--- src/dcwd_pkg.sv ---
// Package for the configuration word decoder: field positions, encodings,
// decoded-setting structs.
// Assumes the three words come from nonvolatile storage, stable during reset.
`default_nettype none

package dcwd_pkg;

  // Word one field positions
  localparam int unsigned W1_SRC_LSB     = 0;
  localparam int unsigned W1_SOSC_BIT    = 5;
  localparam int unsigned W1_TWOSPD_BIT  = 7;
  localparam int unsigned W1_POSC_LSB    = 8;
  localparam int unsigned W1_CLKOUT_N_BIT = 10;
  localparam int unsigned W1_PBDIV_LSB   = 12;
  localparam int unsigned W1_CKSM_LSB    = 14;

  // Word two field positions
  localparam int unsigned W2_PLLMUL_LSB  = 4;
  localparam int unsigned W2_UPLLIDV_LSB = 8;
  localparam int unsigned W2_UPLLBYP_BIT = 15;
  localparam int unsigned W2_PLLODIV_LSB = 16;

  // Word three field positions
  localparam int unsigned W3_UID_LSB     = 0;
  localparam int unsigned W3_PMDLOCK_BIT = 28;
  localparam int unsigned W3_PPSLOCK_BIT = 29;
  localparam int unsigned W3_IDPIN_BIT   = 30;
  localparam int unsigned W3_BUSPWR_BIT  = 31;
  localparam logic [31:0] W3_IMPL_MASK   = 32'hF000FFFF;

  // Latched word values after reset, before the first capture
  localparam logic [31:0] WORD_RESET     = 32'hFFFFFFFF;
  localparam logic [31:0] WORD3_RESET    = 32'hF000FFFF;

  // Primary oscillator modes
  localparam logic [1:0] POSC_EXT_CLOCK  = 2'h0;
  localparam logic [1:0] POSC_STD_XTAL   = 2'h1;
  localparam logic [1:0] POSC_FAST_XTAL  = 2'h2;
  localparam logic [1:0] POSC_DISABLED   = 2'h3;

  typedef enum logic [2:0] {
    DCWD_SRC_FAST_RC     = 3'h0,
    DCWD_SRC_RC_DIV_PLL  = 3'h1,
    DCWD_SRC_PRIMARY     = 3'h2,
    DCWD_SRC_PRIMARY_PLL = 3'h3,
    DCWD_SRC_SECONDARY   = 3'h4,
    DCWD_SRC_LOW_POWER   = 3'h5,
    DCWD_SRC_RC_DIV16    = 3'h6,
    DCWD_SRC_RC_DIV_N    = 3'h7
  } dcwd_src_t;

  // Decoded clock settings
  typedef struct packed {
    dcwd_src_t   startup_clock_source;
    logic [1:0]  primary_osc_mode;
    logic        secondary_osc_enable;
    logic        two_speed_startup_enable;
    logic        clock_switch_enable;
    logic        fail_safe_monitor_enable;
    logic [3:0]  periph_bus_divisor;        // 1, 2, 4 or 8
    logic        clock_out_active;
  } dcwd_clk_cfg_t;

  // Decoded PLL settings
  typedef struct packed {
    logic [8:0]  main_pll_out_divisor;      // 1 to 256
    logic [4:0]  main_pll_multiplier;       // 15 to 24
    logic        usb_pll_enable;
    logic [3:0]  usb_pll_input_divider;     // 1 to 12
  } dcwd_pll_cfg_t;

  // Decoded pin ownership, locks and identifier
  typedef struct packed {
    logic        bus_power_pin_usb;
    logic        usb_id_pin_usb;
    logic        pin_select_one_shot_lock;
    logic        module_disable_one_shot_lock;
    logic [15:0] user_identifier;
  } dcwd_pin_cfg_t;

endpackage : dcwd_pkg

`default_nettype wire

--- src/dcwd_decode.sv ---
// Configuration word latch and decoder: captures three stored words on reset release
// and presents decoded, read-only start-up settings.
// Assumes word inputs are synchronous to clk and stable while rst is high.
`default_nettype none

module dcwd_decode
  import dcwd_pkg::*;
(
  input  wire logic          clk,
  input  wire logic          rst,
  input  wire logic [31:0]   nvm_word_one,
  input  wire logic [31:0]   nvm_word_two,
  input  wire logic [31:0]   nvm_word_three,
  output logic [31:0]        clock_config_word_one,
  output logic [31:0]        pll_config_word_two,
  output logic [31:0]        pin_and_user_config_word_three,
  output logic               config_valid,
  output dcwd_clk_cfg_t      clk_cfg,
  output dcwd_pll_cfg_t      pll_cfg,
  output dcwd_pin_cfg_t      pin_cfg,
  output logic               primary_source_conflict,
  output logic [15:0]        user_identifier
);

  logic       capture_done;
  logic [1:0] pbdiv_field;
  logic [2:0] odiv_field;
  logic [2:0] mul_field;
  logic [2:0] uidiv_field;
  logic [1:0] cksm_field;
  logic [1:0] posc_field;
  dcwd_clk_cfg_t next_clk_cfg;
  dcwd_pll_cfg_t next_pll_cfg;
  dcwd_pin_cfg_t next_pin_cfg;

  // Capture once, on the first edge after reset release; later changes to
  // the storage image are ignored so consumers never see a setting move.
  always_ff @(posedge clk or posedge rst) begin
    if (rst) begin
      capture_done <= 1'b0;
    end else begin
      capture_done <= 1'b1;
    end
  end

  // Word latches; third word drops its unimplemented bits
  always_ff @(posedge clk or posedge rst) begin
    if (rst) begin
      clock_config_word_one          <= WORD_RESET;
      pll_config_word_two            <= WORD_RESET;
      pin_and_user_config_word_three <= WORD3_RESET;
    end else if (!capture_done) begin
      clock_config_word_one          <= nvm_word_one;
      pll_config_word_two            <= nvm_word_two;
      pin_and_user_config_word_three <= nvm_word_three & W3_IMPL_MASK;
    end
  end

  assign config_valid = capture_done;

  // Field extraction from latched words
  assign cksm_field  = clock_config_word_one[W1_CKSM_LSB +: 2];
  assign pbdiv_field = clock_config_word_one[W1_PBDIV_LSB +: 2];
  assign posc_field  = clock_config_word_one[W1_POSC_LSB +: 2];
  assign odiv_field  = pll_config_word_two[W2_PLLODIV_LSB +: 3];
  assign mul_field   = pll_config_word_two[W2_PLLMUL_LSB +: 3];
  assign uidiv_field = pll_config_word_two[W2_UPLLIDV_LSB +: 3];

  // Clock settings decode
  always_comb begin
    next_clk_cfg.startup_clock_source     = dcwd_src_t'(clock_config_word_one[W1_SRC_LSB +: 3]);
    next_clk_cfg.primary_osc_mode         = posc_field;
    next_clk_cfg.secondary_osc_enable     = clock_config_word_one[W1_SOSC_BIT];
    next_clk_cfg.two_speed_startup_enable = clock_config_word_one[W1_TWOSPD_BIT];
    next_clk_cfg.clock_switch_enable      = ~cksm_field[1];
    next_clk_cfg.fail_safe_monitor_enable = (cksm_field == 2'h0);
    next_clk_cfg.periph_bus_divisor       = 4'(4'h1 << pbdiv_field);
    // Clock out needs the oscillator output pin free of a crystal
    next_clk_cfg.clock_out_active         = ~clock_config_word_one[W1_CLKOUT_N_BIT] &
                                            ((posc_field == POSC_DISABLED) ||
                                             (posc_field == POSC_EXT_CLOCK));
  end

  // PLL settings decode
  always_comb begin
    case (odiv_field)
      3'h7:    next_pll_cfg.main_pll_out_divisor = 9'h100;
      3'h6:    next_pll_cfg.main_pll_out_divisor = 9'h040;
      default: next_pll_cfg.main_pll_out_divisor = 9'(9'h001 << odiv_field);
    endcase
    case (mul_field)
      3'h7:    next_pll_cfg.main_pll_multiplier = 5'h18;
      default: next_pll_cfg.main_pll_multiplier = 5'(5'h0F + {2'h0, mul_field});
    endcase
    next_pll_cfg.usb_pll_enable = ~pll_config_word_two[W2_UPLLBYP_BIT];
    case (uidiv_field)
      3'h6:    next_pll_cfg.usb_pll_input_divider = 4'hA;
      3'h7:    next_pll_cfg.usb_pll_input_divider = 4'hC;
      default: next_pll_cfg.usb_pll_input_divider = 4'({1'b0, uidiv_field} + 4'h1);
    endcase
  end

  // Pin ownership, locks and identifier decode
  always_comb begin
    next_pin_cfg.bus_power_pin_usb            = pin_and_user_config_word_three[W3_BUSPWR_BIT];
    next_pin_cfg.usb_id_pin_usb               = pin_and_user_config_word_three[W3_IDPIN_BIT];
    next_pin_cfg.pin_select_one_shot_lock     = pin_and_user_config_word_three[W3_PPSLOCK_BIT];
    next_pin_cfg.module_disable_one_shot_lock = pin_and_user_config_word_three[W3_PMDLOCK_BIT];
    next_pin_cfg.user_identifier              = pin_and_user_config_word_three[W3_UID_LSB +: 16];
  end

  // Decoded outputs registered so consumers see flip-flop data only
  always_ff @(posedge clk or posedge rst) begin
    if (rst) begin
      clk_cfg <= '0;
      pll_cfg <= '0;
      pin_cfg <= '0;
    end else begin
      clk_cfg <= next_clk_cfg;
      pll_cfg <= next_pll_cfg;
      pin_cfg <= next_pin_cfg;
    end
  end

  // Flag a bad image: primary chosen while the primary is disabled.
  // Not corrected here; the programmer is expected to avoid it.
  always_ff @(posedge clk or posedge rst) begin
    if (rst) begin
      primary_source_conflict <= 1'b0;
    end else begin
      primary_source_conflict <= (posc_field == POSC_DISABLED) &&
        ((next_clk_cfg.startup_clock_source == DCWD_SRC_PRIMARY) ||
         (next_clk_cfg.startup_clock_source == DCWD_SRC_PRIMARY_PLL));
    end
  end

  // Identifier view for the serial programming and test ports
  always_ff @(posedge clk or posedge rst) begin
    if (rst) begin
      user_identifier <= 16'h0000;
    end else begin
      user_identifier <= pin_and_user_config_word_three[W3_UID_LSB +: 16];
    end
  end

endmodule : dcwd_decode

`default_nettype wire

--- config.mk ---
export PLATFORM = sky130hd
export DESIGN_NAME = dcwd_decode
export DESIGN_NICKNAME = d
export VERILOG_FILES = /design/src/dcwd_pkg.sv /design/src/dcwd_decode.sv
export SDC_FILE = /design/constraint.sdc
export NUM_CORES = 1
export LEC_CHECK = 0
export ABC_AREA = 1
export BUFFER_PORTS_ARGS = -buffer_cell sky130_fd_sc_hd__buf_2
export CAP_MARGIN = 25
export CORE_MARGIN = 4
export CORE_UTILIZATION = 49
export CTS_BUF_LIST = sky130_fd_sc_hd__clkbuf_8 sky130_fd_sc_hd__clkbuf_16
export CTS_CLUSTER_SIZE = 10
export DETAILED_ROUTE_END_ITERATION = 12
export PLACE_DENSITY = 0.85
export SLEW_MARGIN = 10
export SYNTH_ARGS = -nofsm -noshare
export SYNTH_HDL_FRONTEND = slang
export SYNTH_SLANG_ARGS = --single-unit
export TNS_END_PERCENT = 50
--- constraint.sdc ---
create_clock -name clk -period 7.6 [get_ports clk]
set_input_delay 0.38 -clock clk [delete_from_list [all_inputs] [get_ports clk]]
set_output_delay 0.38 -clock clk [all_outputs]
set_load 0.005 [all_outputs]
* Word level (Yosys, flattened, before mapping) *
Index checks and enable logic that the tools add are counted.

cells by class
  $add $sub $neg = 2
  equal/unequal tests = 8
  shift operators = 2
  mux-type cells = 3
  bitwise gates (word level) = 4
  reductions and logical operators = 5

operators with widths
  cell                                             count
  one-hot mux 9 bit (2 select lines)               1
  == test 3 bit, second input constant             5
  << shifter 1 x 3 -> 9 bit, first input constant  1
  one-hot mux 4 bit (2 select lines)               1
  == test 3 x 2 -> 1 bit, second input constant    2
  adder 4 x 3 -> 5 bit, first input constant       1
  2-to-1 mux 5 bit                                 1
  adder 3 x 1 -> 4 bit, second input constant      1
  zero test 2 bit                                  2
  << shifter 1 x 2 -> 4 bit, first input constant  1
  NOT 1 bit                                        3
  == test 2 bit, second input constant             1
  logical OR 1 bit                                 2
  bitwise AND 1 bit                                1
  logical AND 1 bit                                1

storage, ports and cells
  register bits = 139
  input bits = 98
  logic and storage cells = 46

* Longest topological paths before layout *
Gate-level depths: netlist (run 1).

  depth after elaboration = 3
  gate-level depth with buffers = 5

* Worst setup path after synthesis (run 1) *
OpenSTA, ideal clock, no wires.

  kind = reg-to-reg
  start point = register pll_config_word_two[5]
  end point = register pll_cfg[7] (netlist name)
  arrival = 979 ps
  slack = 6,508 ps
  cell stages (with the launch flop) = 6
  clock period less this slack = 1,092 ps
  path through = dfstp_2 > nor2_1 > ha_1 > inv_1 > nand2_1 > inv_1

RTL lines
  element                   line                RTL
  start: declaration        dcwd_decode.sv:15   output logic [31:0] pll_config_word_two,
  start signal: assignment  dcwd_decode.sv:54   pll_config_word_two <= nvm_word_two;
  end signal: assignment    dcwd_decode.sv:120  pll_cfg <= next_pll_cfg;
  end: declaration          dcwd_decode.sv:19   output dcwd_pll_cfg_t pll_cfg,

* Worst setup path after layout (run 1) *
  start point = register capture_done, in the netlist config_valid
  end point = output port config_valid

RTL lines
  element                   line               RTL
  start: declaration        dcwd_decode.sv:25  logic capture_done;
  start signal: assignment  dcwd_decode.sv:40  capture_done <= 1'b0;
  start signal: assignment  dcwd_decode.sv:42  capture_done <= 1'b1;
  end: declaration          dcwd_decode.sv:17  output logic config_valid,

No word-level cell between the ends.

==> results.sh, run 1 <==
export IMPL_status="complete, no violations"
export IMPL_postRouteAntennaNets=0
export IMPL_die_w_um=111
export IMPL_cts_buffers=17
export IMPL_intPower_w=0.00152
export IMPL_clk_path_buf_depth=2
export IMPL_seq_power_share_pct=45.1
export IMPL_startpoint_type="register"
export IMPL_vias_per_cell=4.56
export IMPL_p_leak_nw=3.81
export IMPL_relSlewSlack_pct=39.9
export IMPL_synth_xor_area_share_pct=0
export IMPL_vias=3922
export IMPL_cp_end_kind="output port"
export IMPL_crit_type="register to output port"
export IMPL_period_share_pct=26.0
export IMPL_fmax_mhz=505
export IMPL_ctsHoldBuffers=1
export IMPL_rows=37
export IMPL_ys_types=14
export IMPL_cts_sinks=139
export IMPL_cp_buffers_inverters=1
export IMPL_hold_class="input pin to register"
export IMPL_io_buffers=240
export IMPL_yosys_area_top_type="dfstp_2"
export IMPL_synth_edf_count=0
export IMPL_finalHoldViolations=0
export IMPL_maxCapViolCount=0
export IMPL_synth_compound_area_share_pct=8.16
export IMPL_muxShareOfSynthArea_pct=0
export IMPL_final_max_slew_viol_count=0
export IMPL_combPwrFrac_pct=9.7
export IMPL_ir_drop_mv=0.150
export IMPL_ys_top_cells_by_count="91 x inv_1, 87 x nand2_1, 84 x dfstp_2"
export IMPL_syn_inst=490
export IMPL_clkSlewWorstSetupHoldPaths_ps=60
export IMPL_p_sw_w=0.000442
export IMPL_clkPwrFrac_pct=45.3
export IMPL_slowest_stage="dfrtp_4"
export IMPL_grt_ovfl_total=0
export IMPL_start_util_pct=50.5
export IMPL_cts_max_level=4
export IMPL_fin_crit_ps=1980
export IMPL_worst_skew_pair_late_latency_ps=510
export IMPL_antenna_found_initial=0
export IMPL_tns_ps=0
export IMPL_nets=812
export IMPL_finalSetupViolCount=0
export IMPL_synthFlopType="dfstp_2"
export IMPL_synthAdderAreaFrac_pct=0.720
export IMPL_boundaryPins=265
export IMPL_syn_area_mm2=0.00522
export IMPL_synth_simple_area_share_pct=8.54
export IMPL_post_drt_wl_per_cell_um=14.0
export IMPL_async_reset_ff_share_pct=100
export IMPL_grt_pass1_vias=3938
export IMPL_drt_iter0_drc=183
export IMPL_fillers=785
export IMPL_track_usage_pct=19.9
export IMPL_power_density_mw_per_mm2=282
export IMPL_grt_max_degree=92
export IMPL_cpLargestDelayFamily="flip-flops"
export IMPL_power_w=0.00196
export IMPL_synth_seq_cells=139
export IMPL_cts_setup_buffers=0
export IMPL_ctsResizeCount=0
export IMPL_crit_fanout=79
export IMPL_switching_share_pct=22.6
export IMPL_synth_top_family_by_area="buffers and inverters"
export IMPL_place_congestion=0.841
export IMPL_skew_ps=8.04
export IMPL_worst_pin_slew_ps=901
export IMPL_diodes=0
export IMPL_drt_first_pass_iters=4
export IMPL_max_stage_delay_ps=850
export IMPL_cp_arrival_ps=1600
export IMPL_rsz0062_at_grt="no"
export IMPL_cts_tree="done"
export IMPL_hpwl_um=8540
export IMPL_grt_pass1_wl_um=19500
export IMPL_synthMostInstantiatedCell="inv_1"
export IMPL_syn_area_per_cell_um2=10.6
export IMPL_synth_area_leaders="dfstp_2 42%, dfrtp_1 26%, o21ai_0 7.1%, inv_1 6.5%, buf_4 6.5%"
export IMPL_cp_cell_sequence="buf_2"
export IMPL_drive_above_1_share_pct=49.6
export IMPL_synth_top_area_share_pct=42.3
export IMPL_dieArea_mm2=0.0124
export IMPL_wirelength_um=12100
export IMPL_area_growth_pct=33.1
export IMPL_die_h_um=111
export IMPL_critical_path_required_ps=7220
export IMPL_drc_errors=0
export IMPL_yosysWarnings=0
export IMPL_seq_area_frac_synth_pct=68.7
export IMPL_cts_root_buf="clkbuf_8"
export IMPL_core_area_mm2=0.0103
## flip-flops by register name, indices dropped and copies added (netlist names)
register	cells
pll_cfg	19
pin_cfg	4
pll_config_word_two	32
pin_and_user_config_word_three	20
primary_source_conflict	1
clk_cfg	14
config_valid	1
clock_config_word_one	32
user_identifier	16
## through the flow
step | hold slack, ps | setup WS (ps) | instances | cell area [um2] | utilization (%)
5_1_grt | 43.8 | 5400 | 860 | 6940 | 67.2
3_3_place_gp | 397 | 5730 | 827 | 6280 | 60.8
4_1_cts | 37.7 | 5580 | 860 | 6940 | 67.2
2_1_floorplan | 396 | 3630 | 502 | 5260 | -
3_5_place_dp | 401 | 5650 | 827 | 6280 | 60.8
6_report | 68.7 | 5620 | 860 | 6940 | 67.2
## area by class of cell
| cell class | count | area, um2 | share of cell area, % |
|---|---|---|---|
| multi-input cells | 219 | 961 | 13.8 |
| flip-flops and latches | 139 | 3590 | 51.7 |
| inverters | 91 | 347 | 4.99 |
| clock inverters | 12 | 194 | 2.79 |
| well taps | 136 | 170 | 2.45 |
| repair buffers | 243 | 1230 | 17.7 |
| clock buffers | 20 | 455 | 6.56 |
## worst paths after layout
path | depth (start not counted) | slack (ps) | from | to
min | 3 | 70 | nvm_word_one[22] | clock_config_word_one[22]
max | 1 | 5620 | config_valid | config_valid
max in group asynchronous | 4 | 5730 | rst | config_valid
min in group asynchronous | 3 | 480 | rst | clk_cfg[5]
min reg2reg | 0 | 410 | pin_and_user_config_word_three[11] | user_identifier[11]
max reg2reg | 2 | 5630 | config_valid | clock_config_word_one[19]
## power groups by stage
stage	Combinational [W]	Sequential (W)	Clock [W]
2_1_floorplan	0.0000917	0.000891	0
3_3_place_gp	0.000185	0.000888	0
3_5_place_dp	0.000191	0.000893	0
4_1_cts	0.000193	0.000884	0.000906
5_1_grt	0.000213	0.000894	0.000943
6_report	0.000189	0.000883	0.000886
## logic make-up after synthesis
logic type | count (synthesis)
fa+ha+maj | 3
buf+inv | 144
flops | 139
simple gates | 117
compound gates | 85
other cells | 2
## metal layers
| layer | GRT usage [%] | wire length, um |
|---|---|---|
| met2 | 34.8 | 6340 |
| met5 | 0 | 0 |
| met4 | 10.5 | 336 |
| met1 | 22.0 | 4450 |
| met3 | 5.24 | 944 |
## cell usage in the layout (no fill, tap or decap)
cell and instances:
clkbuf_16 16, o21ai_0 74, nor3_1 2, inv_6 1
buf_4 2, clkbuf_8 4, clkinvlp_4 1, conb_1 14
a21oi_1 11, dlygate4sd3_1 1, buf_2 240, bufinv_16 5
dfrtp_1 54, nand2_1 87, nor2_1 25, clkinv_2 3
clkinv_4 2, nand3_1 3, inv_1 91, ha_1 3
dfstp_2 84, dfrtp_4 1
No activity file was read; power rests on OpenSTA's default activity.
==> inputs of run 2 (changes only) <==
Settings changed: ABC_AREA 1 to 0, CORE_UTILIZATION 49 to 46, PLACE_DENSITY 0.85 to 0.8.
Clock period 7.6 ns to 2 ns, I/O delays scaled along.
==> results.sh, run 2 <==
export IMPL_status="complete, no violations"
export IMPL_multi_input_area_mm2=0.00143
export IMPL_rsz0062_at_grt="no"
export IMPL_maxCapViolCount=0
export IMPL_die_h_um=116
export IMPL_cts_sinks=139
export IMPL_synth_seq_cells=139
export IMPL_final_cell_count_no_fill=781
export IMPL_async_reset_ff_share_pct=100
export IMPL_drive_above_1_share_pct=70.1
export IMPL_final_common_cell="buf_2"
export IMPL_ctsHoldBuffers=85
export IMPL_syn_inst=307
export IMPL_post_drt_wl_per_cell_um=16.5
export IMPL_track_usage_pct=19.2
export IMPL_drt_first_pass_iters=4
export IMPL_critical_path_required_ps=1900
export IMPL_hold_class="input pin to asynchronous set/reset pin"
export IMPL_syn_area_per_cell_um2=17.4
export IMPL_area_growth_pct=48.7
export IMPL_cp_end_kind="output port"
export IMPL_crit_fanout=40
export IMPL_postRouteAntennaNets=0
export IMPL_yosysWarnings=0
export IMPL_drc_errors=0
export IMPL_worst_r2r_path_depth=2
export IMPL_start_util_pct=46.8
export IMPL_synth_edf_count=0
export IMPL_fin_crit_ps=1630
export IMPL_startpoint_type="register"
export IMPL_grt_max_degree=65
export IMPL_cp_arrival_ps=1530
export IMPL_grt_ovfl_total=0
export IMPL_place_inst=662
export IMPL_tns_ps=0
export IMPL_final_cell_mix="240 x buf_2, 85 x dlygate4sd3_1, 84 x dfstp_2"
export IMPL_place_congestion=0.696
export IMPL_ctsResizeCount=0
export IMPL_final_max_slew_viol_count=0
export IMPL_fmax_mhz=613
export IMPL_fillers=731
export IMPL_yosys_area_top_type="dfstp_2"
export IMPL_synth_top_area_share_pct=41.3
export IMPL_die_w_um=116
export IMPL_power_density_mw_per_mm2=939
export IMPL_seq_area_mm2=0.00359
export IMPL_ys_types=23
export IMPL_synth_area_leaders="dfstp_2 41%, dfrtp_1 26%, mux2_4 17%, mux2_2 5.3%, buf_4 4.9%"
export IMPL_vias_per_cell=4.56
export IMPL_ys_top_cells_by_count="84 x dfstp_2, 60 x mux2_4, 55 x dfrtp_1"
export IMPL_grt_pass1_wl_um=19500
export IMPL_hpwl_um=8040
export IMPL_vias=3565
export IMPL_clkSlewWorstSetupHoldPaths_ps=60
export IMPL_core_area_mm2=0.0114
export IMPL_rows=39
export IMPL_skew_ps=5.15
export IMPL_boundaryPins=265
export IMPL_top_regs="clock_config_word_one x32, pll_config_word_two x32, pin_and_user_config_word_three x20"
export IMPL_synthFlopType="dfstp_2"
export IMPL_cts_tree="done"
export IMPL_worst_skew_pair_late_latency_ps=400
export IMPL_antenna_found_initial=1
export IMPL_p_leak_nw=3.97
export IMPL_ir_drop_mv=0.678
export IMPL_nets=724
export IMPL_drt_iter0_drc=251
export IMPL_synthMostInstantiatedCell="dfstp_2"
export IMPL_wirelength_um=12900
export IMPL_syn_area_mm2=0.00535
export IMPL_clk_path_buf_depth=2
export IMPL_seq_area_frac_synth_pct=67.0
export IMPL_crit_type="register to output port"
export IMPL_grt_pass1_vias=3780
export IMPL_period_share_pct=81.5
export IMPL_finalHoldViolations=0
export IMPL_cts_buffers=17
export IMPL_cts_setup_buffers=0
export IMPL_cts_max_level=4
export IMPL_dieArea_mm2=0.0134
export IMPL_finalSetupViolCount=0
export IMPL_io_buffers=240
export IMPL_relSlewSlack_pct=64.1
export IMPL_cts_root_buf="clkbuf_16"
export IMPL_worst_pin_slew_ps=537
-- run 2: cell types whose count changed after synthesis, moves of 7 or more --
cell     delta
buf_4      -10
nor2_1     -20
mux2_2     +25
inv_1      -83
nand2_1    -84
buf_6       +7
a21oi_1    -11
o21ai_0    -72
mux2_4     +60
-- run 2: area by class of cell --
class / count / area share, %
tap: 143 / 2.25
multi-input combinational: 128 / 17.9
inverter: 8 / 0.425
antenna: 2 / 0.0630
clock buffer: 24 / 6.56
timing repair buffer: 329 / 26.8
sequential: 139 / 45.1
clock inverter: 8 / 0.819
-- run 2: path summary, 6_finish.rpt --
check                           slack [ps]                      end                startpoint
worst max register to register         580  pll_config_word_two[12]              config_valid
max in group asynchronous              950  pll_config_word_two[30]                       rst
worst max-delay path                   370             config_valid              config_valid
worst min register to register         410              clk_cfg[11]  clock_config_word_one[0]
worst min-delay path                   310              pll_cfg[10]                       rst
min in group clk                       410              clk_cfg[11]  clock_config_word_one[0]
-- run 2: report_power, final --
group	internal [W]	switching (W)
Clock	0.00192	0.00108
Sequential	0.00323	0.000189
Combinational	0.000641	0.000402
Total	0.00580	0.00167
-- run 2: through the flow --
stage	utilization [%]	total power [W]	hold slack, ps	area, um2	setup WS [ps]
detailed placement	57.0	0.00436	174	6510	589
CTS	69.6	0.00752	296	7940	343
global placement	57.0	0.00432	178	6510	622
global route	69.6	0.00781	342	7950	300
floorplan	-	0.00394	248	5390	233
finish	69.6	0.00747	308	7950	370
-- run 2: worst max-delay path, cell delays in order (launching register included) --
cell and delay (ps):
dfrtp_4 630, buf_12 300, buf_2 170
-- run 2: logic make-up after synthesis --
group | Yosys count | synth area share, %
AO/OA/AOI/OAI | 3 | 0.304
adder cells (fa/ha/maj) | 3 | 0.702
buffers and inverters | 52 | 7.14
flip-flops | 139 | 67.0
multiplexers | 86 | 22.3
other | 2 | 0.141
AND/OR/NAND/NOR | 22 | 2.36
-- run 2: layer usage --
metal	vias up	track usage [%]	wire, um
met5	-	0	0
li1	1626	-	-
met4	0	9.44	266
met2	153	34.6	6950
met1	1762	20.1	4620
met3	24	6.42	1060
